[src/common/conv_regs_pkg.sv]
// constants for the third configuration register and the sticky event status register
// assumes an external serial engine that presents byte-wide register reads and writes
package conv_regs_pkg;
    localparam int         DATA_W          = 8;
    localparam int         ADDR_W          = 8;
    localparam int         EVT_W           = 6;
    localparam logic [7:0] CFG3_OFFSET     = 8'h03;
    localparam logic [7:0] STATUS_OFFSET   = 8'h04;
    localparam logic [7:0] CFG3_RW_MASK    = 8'h07;
    localparam logic [7:0] STATUS_RST      = 8'h00;
    localparam int         DROOP_BIT       = 2;
    localparam int         STANDALONE_BIT  = 1;
    localparam int         PG_BLANK_BIT    = 0;
    localparam int         EV_RETRY        = 5;
    localparam int         EV_CURRENT_LIMIT_EVENT         = 4;
    localparam int         EV_TEMPERATURE_WARNING_EVENT        = 3;
    localparam int         EV_OVERTEMPERATURE_SHUTDOWN_EVENT        = 2;
    localparam int         EV_UV           = 1;
    localparam int         EV_OV           = 0;
    localparam logic       DROOP_RST_DEF   = 1'b0;
    localparam logic       STANDALONE_RST  = 1'b0;
    localparam logic       PG_BLANK_RST    = 1'b0;
endpackage : conv_regs_pkg

[src/hw/converter_ctrl3_status_regs.sv]
// third configuration register and sticky status register of a step-down converter
// assumes a serial engine issuing one-cycle read and write strobes with an 8-bit offset
//
// What this block does
// - config bits 7..3 reserved, read zero; software writes zeros
// - config bit 2 enables droop compensation; reset value per variant
// - config bit 1 set turns off enable pulldown and sync output
// - pg blanking bit clear: power-good follows window comparator always
// - pg blanking bit set: power-good released during voltage transition
// - status bits 7..6 reserved, read zero, host ignores them
// - status bit 5 latches retry restart events until read
// - status bit 4 latches current limit events until read
// - status bit 3 latches temperature warning events until read
// - status bit 2 latches overtemperature shutdown events until read
// - status bit 1 latches output undervoltage events until read
// - status bit 0 latches output overvoltage events until read
// - status register at offset 4, resets to zero
// - status read returns flags then clears them
`timescale 1ns/1ps
module converter_ctrl3_status_regs
    import conv_regs_pkg::*;
#(
    parameter logic DROOP_RST = conv_regs_pkg::DROOP_RST_DEF
) (
    // clock and reset
    input  wire logic                            sys_clk_i,
    input  wire logic                            rst_b_i,
    // register access
    input  wire logic [conv_regs_pkg::ADDR_W-1:0] reg_addr_i,
    input  wire logic [conv_regs_pkg::DATA_W-1:0] reg_wdata_i,
    input  wire logic                            reg_wr_i,
    input  wire logic                            reg_rd_i,
    output logic      [conv_regs_pkg::DATA_W-1:0] reg_rdata_o,
    // converter events
    input  wire logic                            retry_restart_event_i,
    input  wire logic                            current_limit_event_i,
    input  wire logic                            temperature_warning_event_i,
    input  wire logic                            overtemperature_shutdown_event_i,
    input  wire logic                            output_undervoltage_event_i,
    input  wire logic                            output_overvoltage_event_i,
    // analog side
    input  wire logic                            window_comp_ok_i,
    input  wire logic                            voltage_transition_i,
    output logic                                 droop_comp_enable_o,
    output logic                                 enable_pulldown_on_o,
    output logic                                 sync_clock_output_en_o,
    output logic                                 power_good_output_o,
    output logic                                 power_good_output_oe_o
);
    import conv_regs_pkg::*;

    logic             droop_r;
    logic             standalone_r;
    logic             pg_blank_r;
    logic [EVT_W-1:0] events;
    logic [EVT_W-1:0] flags;
    logic             cfg_sel;
    logic             stat_sel;
    logic [7:0]       cfg_view;
    logic [7:0]       stat_view;

    assign cfg_sel  = (reg_addr_i == CFG3_OFFSET);
    assign stat_sel = (reg_addr_i == STATUS_OFFSET);

    assign events[EV_RETRY] = retry_restart_event_i;
    assign events[EV_CURRENT_LIMIT_EVENT]  = current_limit_event_i;
    assign events[EV_TEMPERATURE_WARNING_EVENT] = temperature_warning_event_i;
    assign events[EV_OVERTEMPERATURE_SHUTDOWN_EVENT] = overtemperature_shutdown_event_i;
    assign events[EV_UV]    = output_undervoltage_event_i;
    assign events[EV_OV]    = output_overvoltage_event_i;

    event_sticky_flags #(
        .W (EVT_W)
    ) u_flags (
        .sys_clk_i (sys_clk_i),
        .rst_b_i   (rst_b_i),
        .event_i   (events),
        .clear_i   (reg_rd_i && stat_sel),
        .flags_o   (flags)
    );

    // reserved bits only come from zeros, whatever software writes
    always_comb begin
        cfg_view                 = 8'h00;
        cfg_view[DROOP_BIT]      = droop_r;
        cfg_view[STANDALONE_BIT] = standalone_r;
        cfg_view[PG_BLANK_BIT]   = pg_blank_r;
        stat_view                = {2'h0, flags};
    end

    always_ff @(posedge sys_clk_i or negedge rst_b_i) begin
        if (!rst_b_i) begin
            droop_r      <= DROOP_RST;
            standalone_r <= STANDALONE_RST;
            pg_blank_r   <= PG_BLANK_RST;
        end else if (reg_wr_i && cfg_sel) begin
            droop_r      <= reg_wdata_i[DROOP_BIT];
            standalone_r <= reg_wdata_i[STANDALONE_BIT];
            pg_blank_r   <= reg_wdata_i[PG_BLANK_BIT];
        end
    end

    // read data: pre-clear flag values are returned, unmapped offsets read zero
    always_ff @(posedge sys_clk_i or negedge rst_b_i) begin
        if (!rst_b_i) begin
            reg_rdata_o <= STATUS_RST;
        end else if (reg_rd_i) begin
            if (stat_sel) begin
                reg_rdata_o <= stat_view;
            end else if (cfg_sel) begin
                reg_rdata_o <= cfg_view;
            end else begin
                reg_rdata_o <= 8'h00;
            end
        end
    end

    always_ff @(posedge sys_clk_i or negedge rst_b_i) begin
        if (!rst_b_i) begin
            droop_comp_enable_o    <= 1'b0;
            enable_pulldown_on_o   <= 1'b0;
            sync_clock_output_en_o <= 1'b0;
        end else begin
            droop_comp_enable_o    <= droop_r;
            enable_pulldown_on_o   <= !standalone_r;
            sync_clock_output_en_o <= !standalone_r;
        end
    end

    // open-drain power-good: pull low when not ok, release when ok or blanked
    always_ff @(posedge sys_clk_i or negedge rst_b_i) begin
        if (!rst_b_i) begin
            power_good_output_o    <= 1'b0;
            power_good_output_oe_o <= 1'b0;
        end else begin
            power_good_output_o <= 1'b0;
            if (pg_blank_r && voltage_transition_i) begin
                power_good_output_oe_o <= 1'b0;
            end else begin
                power_good_output_oe_o <= !window_comp_ok_i;
            end
        end
    end
endmodule : converter_ctrl3_status_regs

[src/hw/event_sticky_flags.sv]
// sticky event flags, cleared by a status read; a new event wins over the clear
// assumes event inputs are synchronous one-cycle or level strobes
`timescale 1ns/1ps
module event_sticky_flags #(
    parameter int W = 6
) (
    // clock and reset
    input  wire logic         sys_clk_i,
    input  wire logic         rst_b_i,
    // events and clear
    input  wire logic [W-1:0] event_i,
    input  wire logic         clear_i,
    // flags
    output logic      [W-1:0] flags_o
);
    always_ff @(posedge sys_clk_i or negedge rst_b_i) begin
        if (!rst_b_i) begin
            flags_o <= '0;
        end else if (clear_i) begin
            flags_o <= event_i;
        end else begin
            flags_o <= flags_o | event_i;
        end
    end
endmodule : event_sticky_flags

[config.mk]
export PLATFORM = sky130hd
export DESIGN_NAME = converter_ctrl3_status_regs
export DESIGN_NICKNAME = d
export VERILOG_FILES = /design/src/common/conv_regs_pkg.sv /design/src/hw/converter_ctrl3_status_regs.sv /design/src/hw/event_sticky_flags.sv
export SDC_FILE = /design/constraint.sdc
export NUM_CORES = 1
export LEC_CHECK = 0
export BUFFER_PORTS_ARGS = -buffer_cell sky130_fd_sc_hd__buf_2
export CAP_MARGIN = 10
export CELL_PAD_IN_SITES_DETAIL_PLACEMENT = 1
export CELL_PAD_IN_SITES_GLOBAL_PLACEMENT = 1
export CORE_ASPECT_RATIO = 1.1
export CORE_MARGIN = 2
export CORE_UTILIZATION = 34
export DETAILED_ROUTE_END_ITERATION = 16
export MAX_ROUTING_LAYER = met4
export PLACE_DENSITY_LB_ADDON = 0.1
export SETUP_SLACK_MARGIN = 0.15
export SLEW_MARGIN = 15
export SYNTH_ARGS = -nofsm -noshare
export SYNTH_HDL_FRONTEND = slang
export SYNTH_SLANG_ARGS = --single-unit
[constraint.sdc]
create_clock -name sys_clk_i -period 1.5 [get_ports sys_clk_i]
set_input_delay 0.15 -clock sys_clk_i [delete_from_list [all_inputs] [get_ports sys_clk_i]]
set_output_delay 0.15 -clock sys_clk_i [all_outputs]
set_load 0.03 [all_outputs]
======== Word level (Yosys, flattened, before mapping) ========
Cells that the tools add are included.
word-level totals
  register bits after elaboration ......... 20
  input bits .............................. 28
  output and inout bits ................... 13
  word-level logic and storage cells ...... 20
operators by class
  eq/ne operators ......................... 2
  mux-type cells .......................... 4
  bitwise logic cells ..................... 1
  reductions and logical operators ........ 5
operators by type and width
  kind                                                             count
  6-bit two-way mux                                                2
  8-bit by 2-bit == test with 1-bit output, second input constant  1
  8-bit by 3-bit == test with 1-bit output, second input constant  1
  6-bit OR                                                         1
  1-bit logical AND                                                3
  3-bit two-way mux                                                1
  1-bit logical NOT                                                2
  1-bit two-way mux                                                1

======== Logic depth before layout (Yosys ltp) ========
Gate-level depths: netlist of the first run.
  depth in word-level cells ............... 3
  mapped depth ............................ 4
  mapped depth without buffers ............ 3

======== Modules after synthesis ========
A second synthesis of the first run with hierarchy kept.
second synthesis, totals
  cell total of the unflattened synthesis .. 53
  area total of the unflattened synthesis .. 728.2 µm²
modules (own cells, without submodules)
  module                       times used  cells each  area each (µm²)  sequential area each (µm²)
  converter_ctrl3_status_regs  1           40          529.3            300.3
  event_sticky_flags           1           13          198.9            150.1

======== Worst setup path before layout of the first run ========
OpenSTA, ideal clock, no wires.
  path kind ............................... input to register
  start point ............................. input port reg_addr_i[4] (netlist name)
  end point ............................... register droop_r
  library setup time ...................... 0.125 ns
  arrival ................................. 0.993 ns
  required time ........................... 1.375 ns
  setup slack ............................. 0.382 ns
  cell stages on the path ................. 3
  buffers on the path ..................... 0
  cell sequence ........................... nor4_4 > and3_2 > mux2_2
between the ends
  longest elaborated chain between the ends .. 2
ends and longest elaborated chain
  item                                      RTL line                           text
  start: declaration                        converter_ctrl3_status_regs.sv:29  input wire logic [conv_regs_pkg::ADDR_W-1:0] reg_addr_i,
  8-bit by 2-bit == test with 1-bit output  converter_ctrl3_status_regs.sv:62  assign cfg_sel = (reg_addr_i == CFG3_OFFSET);
  1-bit logical AND                         converter_ctrl3_status_regs.sv:96  end else if (reg_wr_i && cfg_sel) begin
  end signal: assignment                    converter_ctrl3_status_regs.sv:97  droop_r <= reg_wdata_i[DROOP_BIT];
  end: declaration                          converter_ctrl3_status_regs.sv:52  logic droop_r;
No other way between the ends.
A chain may end at the register's enable or synchronous reset.

======== Worst setup path in the final report of the first run ========
  start point ............................. register reg_rdata_o[2] (netlist name)
  end point ............................... output port reg_rdata_o[2] (netlist name)
RTL lines
  item                      RTL line                            text
  start: declaration        converter_ctrl3_status_regs.sv:33   output logic [conv_regs_pkg::DATA_W-1:0] reg_rdata_o,
  start signal: assignment  converter_ctrl3_status_regs.sv:109  reg_rdata_o <= stat_view;
  start signal: assignment  converter_ctrl3_status_regs.sv:111  reg_rdata_o <= cfg_view;
No word-level cell between the ends.

==> flow_summary.json, run 1 <==
{
  "cpMaxStageDelayCell": "dfrtp_1",
  "p_per_area_nw_per_um2": 858,
  "cts_inserted_buffers": 3,
  "ir_drop_v": 0.000387,
  "ios": 41,
  "hold_depth": 2,
  "synth_cell_types": 17,
  "p_int_uw": 622,
  "drc_errors": 0,
  "leakage_uw": 0.000478,
  "critPathMaxFanout": 2,
  "ctsResizeCount": 0,
  "synth_warnings": 0,
  "drtAntennaViolNets": 0,
  "post-cts-setup-buffers": 0,
  "final_max_slew_viol_count": 0,
  "finalSetupViolations": 0,
  "wl_per_cell_um": 13.2,
  "r2r.worst_path.cells": 2,
  "power.total_uw": 808,
  "grt_pass1_wl_um": 2620,
  "syn_area_per_cell_um2": 14.4,
  "num_rows": 17,
  "crit_cells": 1,
  "p_clk_share_pct": 27.7,
  "firstDrtPassIters": 3,
  "start_util_pct": 36.6,
  "seq_area_frac_synth_pct": 60.2,
  "rsz0062_at_grt": "false",
  "drive_gt1_share_pct": 56.5,
  "dpl.hpwl_um": 1220,
  "syn_area_um2": 748,
  "cp_data_arrival_time_ns": 0.86,
  "cts_sinks": 18,
  "net-switching-power_uw": 186,
  "whs_ns": 0.0112,
  "outcome": "completed",
  "hold_violations": 0,
  "post-route-period-util_pct": 67.4,
  "clkTransAtPathRegs_ns": 0.09,
  "grt_overflow": 0,
  "cts_tree": "yes",
  "endpoint_kind": "output pin",
  "syn_inst": 52,
  "worstSetupPathType": "reg2out",
  "pwr-share-seq_pct": 61.7,
  "cts-root-buf": "clkbuf_4",
  "num_vias": 530,
  "p_sw_share_pct": 23.0,
  "drv_cap": 0,
  "worstSkewPairLatency_ns": 0.28,
  "clock_path_buffers": 2,
  "h-tree-depth": 1,
  "async_flop_share_pct": 100,
  "cp.required_ns": 1.35,
  "die-width_um": 48.7,
  "start_kind": "register",
  "grt_max_degree": 19,
  "antenna_found_initial": 0,
  "fmax_mhz": 990,
  "crit_buf_inv": 1,
  "skew_ns": 0.00198,
  "numPortBuffers": 32,
  "fin_nets": 115,
  "crit_family": "flip-flops",
  "grt_use_total_pct": 14.1,
  "ys.flop_type": "dfrtp_1",
  "coreArea_um2": 2040,
  "wl_um": 1490,
  "ys_seq_elements": 18,
  "cpPeakStageDelay_ns": 0.40,
  "vias_per_cell": 4.69,
  "die_height_um": 53.2,
  "die_area_um2": 2590,
  "initialDrtViolationCount": 3,
  "gp_congestion": 0.678,
  "min_path_type": "in2reg",
  "grt_pass1_vias": 569,
  "pwr-share-comb_pct": 10.7,
  "syn2layout_area_growth_pct": 25.9,
  "layout_min_cycle_time_ns": 1.01,
  "synth_edf_count": 0,
  "path_cells": "buf_2",
  "setup-tns-final_ns": 0,
  "diodes": 0
}
power by group through the flow:
stage	Clock, uW	Combinational [uW]	Sequential, uW
after global routing	259	95.7	500
after detailed placement	0	85.5	508
after global placement	0	85.0	507
after floorplan	0	33.6	517
final	224	86.2	498
after CTS	240	87.7	499
kinds of logic after synthesis:
kind of cell           synth area share, %
AO/OA/AOI/OAI                         14.7
AND/OR/NAND/NOR                       13.5
multiplexers                          4.51
buffers and inverters                 6.52
other                                0.501
flip-flops                            60.2
layer usage:
layer / part of all wire (%) / wire, um / GRT usage, %
met1: 46 / 678 / 17.4
met3: 6.5 / 97 / 3.95
met2: 47 / 693 / 22.8
met5: 0 / 0 / -
met4: 1.3 / 20 / 4.29
registers in the layout, summed over array words and instances, names as in the netlist:
register,cells
power_good_output_oe_o,1
droop_r,1
reg_rdata_o,6
droop_comp_enable_o,1
pg_blank_r,1
u_flags.flags_o,6
sync_clock_output_en_o,1
standalone_r,1
what timing repair did:
item	4_1_cts	5_1_grt
endpoints found under the hold margin	18	0
hold buffers	1	0
endpoints found under the setup margin	0	0
through the flow:
stage	instance area, um2	worst slack [ns]	cells	util, %
after CTS	942	0.475	113	46.1
after detailed placement	910	0.168	109	44.5
final	942	0.489	113	46.1
after floorplan	756	0.382	54	-
after global routing	942	0.431	113	46.1
after global placement	910	0.182	109	44.5
cells in the final DEF (no fill, tap or decap), drive strengths merged, types with 2 or more instances in the layout:
cell	n
and3	2
mux2	3
buf	32
a221o	3
a22o	3
conb	3
a21o	6
clkbuf	3
inv	2
and2b	3
dfrtp	18
cells in the mapped netlist, types with 2 or more instances:
cell     count  area share, %
dfrtp_1     18             60
a21o_1       6            6.0
buf_4        4            4.0
a221o_1      3            4.0
a22o_2       3            4.0
and2b_2      3            3.5
mux2_2       3            4.5
and3_2       2            2.0
inv_1        2            1.0
cell type report:
cell class / count / area, um2
inverter: 2 / 7.51
timing repair buffer: 33 / 170
fill: 247 / 1100
multi-input combinational: 29 / 256
sequential: 18 / 450
clock buffer: 3 / 22.5
tap: 28 / 35.0
path summary, 6_finish.rpt:
path	start	end	slack, ns
min in group asynchronous	rst_b_i	u_flags.flags_o[1]	0.32
min reg2reg	droop_r	droop_comp_enable_o	0.42
max	reg_rdata_o[2]	reg_rdata_o[2]	0.49
min	window_comp_ok_i	power_good_output_oe_o	0.01
max reg2reg	reg_rdata_o[0]	reg_rdata_o[0]	0.55
max in group asynchronous	rst_b_i	pg_blank_r	0.90
No activity file was read; power rests on OpenSTA's default activity.
==> run 2, diff against run 1 <==
- ABC_AREA: default -> 1
- CORE_UTILIZATION: 34 -> 28
- clock period: 1.5 -> 0.9 ns (I/O delays scaled with it)
==> run 2 against run 1 <==
Net effect: the flow now finishes with violations (setup timing); largest cell class unchanged; sequential cell count unchanged; wire length increased by 38%; sequential power increased by 67%; design area increased by 45%; non-clock buffer count increased by 21; global-route usage decreased by 1.1 points; area after synthesis increased by 10%; register-to-register slack got worse by 0.50 ns; synthesized cell count increased by 69%; critical path depth unchanged.
==> flow_summary.json, run 2 <==
{
  "outcome": "finished, violations left",
  "violations": "setup timing",
  "synth_edf_count": 0,
  "h-tree-depth": 1,
  "hold_violations": 0,
  "grt_use_total_pct": 13.0,
  "skew_ns": 0.00704,
  "ios": 41,
  "final_cell_mix": "buf_2, nand2_1, dfrtp_1",
  "cp.required_ns": 0.81,
  "async_flop_share_pct": 100,
  "synth_warnings": 0,
  "fmax_mhz": 1050,
  "cts_inserted_buffers": 3,
  "cp_data_arrival_time_ns": 0.86,
  "worstSkewPairLatency_ns": 0.29,
  "diodes": 0,
  "ir_drop_v": 0.000785,
  "syn_inst": 88,
  "grt_pass1_vias": 799,
  "drc_errors": 0,
  "path_cells": "buf_6",
  "reg_top3": "reg_rdata_o (6), u_flags.flags_o (6)",
  "grt_overflow": 0,
  "seq_area_frac_synth_pct": 54.6,
  "ys.flop_type": "dfrtp_1",
  "grt_pass1_wl_um": 3240,
  "initialDrtViolationCount": 6,
  "vias_per_cell": 4.32,
  "fin_util_pct": 49.1,
  "rsz0062_at_grt": "true",
  "num_rows": 20,
  "coreArea_um2": 2780,
  "fin_nets": 173,
  "grt_max_degree": 19,
  "synthDominantCellAreaShare_pct": 54.6,
  "start_util_pct": 29.7,
  "cts-root-buf": "clkbuf_4",
  "critPathMaxFanout": 2,
  "crit_buf_inv": 1,
  "antenna_found_initial": 0,
  "setup-tns-final_ns": -0.342,
  "start_kind": "register",
  "die-width_um": 55.7,
  "endpoint_kind": "output pin",
  "dpl.hpwl_um": 1350,
  "leakage_uw": 0.000729,
  "synth.area.top_cells": "dfrtp_1, nand2_1, nand3_1",
  "numPortBuffers": 32,
  "syn_area_um2": 825,
  "cpPeakStageDelay_ns": 0.43,
  "final_max_slew_viol_count": 0,
  "clkTransAtPathRegs_ns": 0.11,
  "ys_seq_elements": 18,
  "wl_um": 2050,
  "final_area_um2": 1360,
  "drive_gt1_share_pct": 49.3,
  "post-route-period-util_pct": 106,
  "final_common_cell": "buf_2",
  "layout_min_cycle_time_ns": 0.952,
  "placed_area_um2": 1050,
  "min_path_type": "in2reg",
  "synth.most_common_cell": "nand2_1",
  "num-fill-cells": 345,
  "syn_area_per_cell_um2": 9.37,
  "p_per_area_nw_per_um2": 1160,
  "synthDominantAreaCellType": "dfrtp_1",
  "worstSetupPathType": "reg2out",
  "cts_sinks": 18,
  "synth_commonest_cells": "nand2_1, dfrtp_1, inv_1",
  "power.total_uw": 1590,
  "finalSetupViolations": 10,
  "die_height_um": 60.9,
  "die_area_um2": 3400,
  "synth_cell_types": 17,
  "crit_family": "flip-flops",
  "firstDrtPassIters": 2,
  "dp_slack_ns": -0.0513,
  "drtAntennaViolNets": 0,
  "clock_path_buffers": 2,
  "setup_ws_ns": -0.0520,
  "syn2layout_area_growth_pct": 65.3,
  "wl_per_cell_um": 11.6,
  "cpMaxStageDelayCell": "dfrtp_2",
  "cts_tree": "yes",
  "gp_congestion": 0.709,
  "num_vias": 765,
  "drv_cap": 0
}
## run 2: area by class of cell
cell class | count | area, um2 | share of cell area, %
Tap cell | 33 | 41.3 | 3.03
Timing Repair Buffer | 54 | 433 | 31.8
Clock buffer | 4 | 36.3 | 2.66
Multi-Input combinational cell | 55 | 339 | 24.9
Sequential cell | 18 | 452 | 33.1
Inverter | 13 | 61.3 | 4.50
## run 2: worst paths after layout
path | from | slack (ns) | cells after the start | to
min in group asynchronous | rst_b_i | 0.25 | 2 | reg_rdata_o[4]
setup / recovery | sync_clock_output_en_o | -0.05 | 1 | enable_pulldown_on_o
hold / removal | reg_wdata_i[2] | 0.03 | 3 | droop_r
hold reg to reg | droop_r | 0.43 | 0 | droop_comp_enable_o
setup reg to reg | reg_rdata_o[3] | 0.05 | 4 | reg_rdata_o[3]
max in group asynchronous | rst_b_i | 0.33 | 2 | sync_clock_output_en_o
## run 2: per-stage QoR
step	instances	hold slack, ns
6_report	177	0.0331
3_3_place_gp	155	0.0420
2_1_floorplan	90	-0.206
5_1_grt	177	0.0363
4_1_cts	173	0.0212
3_5_place_dp	155	0.0445
## run 2: routing by layer
metal	GRT usage [%]	part of all wire [%]
met1	15.0	41
met2	21.8	53
met3	2.77	4.4
met4	6.27	0.93
met5	-	0
## run 2: cell families (layout without fill, tap and decap cells)
| group | after synthesis | in the layout | synth area share (%) |
|---|---|---|---|
| buffers and inverters | 17 | 71 | 9.56 |
| AOI/OAI and AO/OA | 10 | 10 | 7.89 |
| and+or+nand+nor | 42 | 42 | 27.5 |
| other | 1 | 3 | 0.455 |
| DFF | 18 | 18 | 54.6 |
## run 2: worst reg2reg max path, cell delays in order (launching register included)
cell,delay (ns)
dfrtp_1,0.42
buf_6,0.13
buf_6,0.10
nand2_2,0.04
o21ai_1,0.05
## run 2: power by group
group / switching (uW) / internal (uW)
combinational: 135 / 117
sequential: 10.4 / 823
clock: 254 / 246
total: 399 / 1190
## run 2: what timing repair did
action	in CTS	in global routing
setup buffers	5	4
endpoints found under the setup margin	13	17
endpoints found under the hold margin	25	0
hold buffers	9	0
gates resized for setup	21	15
pin swaps	6	7
==> run 3, diff against run 2 <==
- CORE_UTILIZATION: 28 -> 30
- CTS_BUF_LIST: default -> sky130_fd_sc_hd__clkbuf_4
- RECOVER_POWER: default -> 25
==> run 3 against run 2 <==
Net effect: the flow still finishes with violations (setup timing); combinational power down 5%; final cell count down 3.4%; critical endpoint is now sync_clock_output_en_o; non-clock buffer count down 4; setup slack better by 0.012 ns; worst hold slack better by 0.0038 ns; critical path type unchanged; global-route usage up 1.2 points; wire length down 6.7%; maximum frequency up 1.3%; largest cell class unchanged; via count down 2.7%.
==> flow_summary.json, run 3 (synthesis gave the netlist of run 2 again) <==
{
  "fin_nets": 169,
  "finalSetupViolations": 9,
  "cpMaxStageDelayCell": "dfrtp_2",
  "worstSetupPathType": "reg2out",
  "cts_tree": "yes",
  "clkTransAtPathRegs_ns": 0.10,
  "skew_ns": 0.00421,
  "start_util_pct": 32.1,
  "path_cells": "buf_6",
  "ir_drop_v": 0.000908,
  "final_cells": 171,
  "diodes": 0,
  "endpoint_kind": "output pin",
  "worstSkewPairLatency_ns": 0.29,
  "drv_cap": 0,
  "violations": "setup timing",
  "hold_violations": 0,
  "antenna_found_initial": 0,
  "drtAntennaViolNets": 0,
  "cp.required_ns": 0.81,
  "final_common_cell": "nand2_1",
  "final_cell_mix": "nand2_1, buf_2, dfrtp_1",
  "initialDrtViolationCount": 7,
  "critPathMaxFanout": 2,
  "wl_um": 1920,
  "rsz0062_at_grt": "true",
  "leakage_uw": 0.000698,
  "cts_sinks": 18,
  "dpl.hpwl_um": 1460,
  "syn2layout_area_growth_pct": 56.4,
  "cpPeakStageDelay_ns": 0.43,
  "setup_ws_ns": -0.0398,
  "num_rows": 19,
  "wl_per_cell_um": 11.2,
  "crit_family": "flip-flops",
  "h-tree-depth": 1,
  "grt_pass1_wl_um": 3190,
  "cts_inserted_buffers": 3,
  "die-width_um": 54.0,
  "fmax_mhz": 1060,
  "firstDrtPassIters": 4,
  "die_height_um": 59.0,
  "gp_congestion": 0.754,
  "grt_use_total_pct": 14.2,
  "outcome": "finished, violations left",
  "coreArea_um2": 2570,
  "vias_per_cell": 4.35,
  "clock_path_buffers": 2,
  "cts-root-buf": "clkbuf_4",
  "p_per_area_nw_per_um2": 1150,
  "drc_errors": 0,
  "post-route-period-util_pct": 104,
  "grt_max_degree": 19,
  "crit_buf_inv": 1,
  "dp_cells": 153,
  "num_vias": 744,
  "die_area_um2": 3180,
  "cp_data_arrival_time_ns": 0.85,
  "grt_pass1_vias": 774,
  "reg_top3": "reg_rdata_o (6), u_flags.flags_o (6)",
  "numPortBuffers": 32,
  "start_kind": "register",
  "power.total_uw": 1480,
  "ios": 41,
  "final_max_slew_viol_count": 0,
  "min_path_type": "in2reg",
  "layout_min_cycle_time_ns": 0.940,
  "drive_gt1_share_pct": 45.7,
  "grt_overflow": 0
}
[run 3: changes by cell type in the layout (fill, tap and decap cells not counted), moves of 2 or more]
cell	change
buf_6	-5
nand2_1	+4
nand2_2	-2
nand2_4	-2
[run 3: what timing repair did]
| item | 4_1_cts | 5_1_grt |
|---|---|---|
| setup buffers | 2 | 3 |
| pin swaps | 6 | 2 |
| hold buffers | 9 | 0 |
| hold endpoints to repair | 25 | 0 |
| gates cloned | 0 | 0 |
| endpoints found under the setup margin | 13 | 14 |
| gates resized for setup | 20 | 7 |
[run 3: worst paths after layout]
path	cells after the start	from	to	slack [ns]
worst max-delay path	1	sync_clock_output_en_o	sync_clock_output_en_o	-0.04
worst min-delay path	3	reg_wdata_i[1]	standalone_r	0.04
worst max register to register	4	droop_r	reg_rdata_o[2]	0.15
worst min register to register	0	droop_r	droop_comp_enable_o	0.44
max in group asynchronous	2	rst_b_i	sync_clock_output_en_o	0.29
min in group asynchronous	2	rst_b_i	u_flags.flags_o[1]	0.27
[run 3: area by class of cell]
cell class | count | area (um2)
Clock buffer | 3 | 22.5
Clock inverter | 1 | 3.75
Fill cell | 301 | 1280
Inverter | 13 | 61.3
Multi-Input combinational cell | 55 | 328
Sequential cell | 18 | 452
Tap cell | 31 | 38.8
Timing Repair Buffer | 50 | 384
[run 3: layer usage]
layer,part of all wire [%],track usage [%]
met1,41,16.5
met4,0.83,5.36
met2,52,24.2
met3,5.6,2.27
met5,0,-
[run 3: through the flow]
stage | hold WS [ns] | TNS [ns] | worst slack (ns) | cell area [um2] | utilization [%]
floorplan | -0.206 | 0 | 0.152 | 851 | -
global placement | 0.0430 | -0.292 | -0.0346 | 1050 | 40.9
CTS | 0.0315 | -0.373 | -0.0581 | 1240 | 48.4
detailed placement | 0.0477 | -0.497 | -0.0539 | 1050 | 40.9
global route | 0.0319 | -0.650 | -0.0863 | 1290 | 50.2
finish | 0.0369 | -0.227 | -0.0398 | 1290 | 50.2
[run 3: where the power goes]
group          internal [uW]  switching (uW)  total (uW)
clock                    161             248         409
sequential               823            11.5         835
combinational            109             132         240
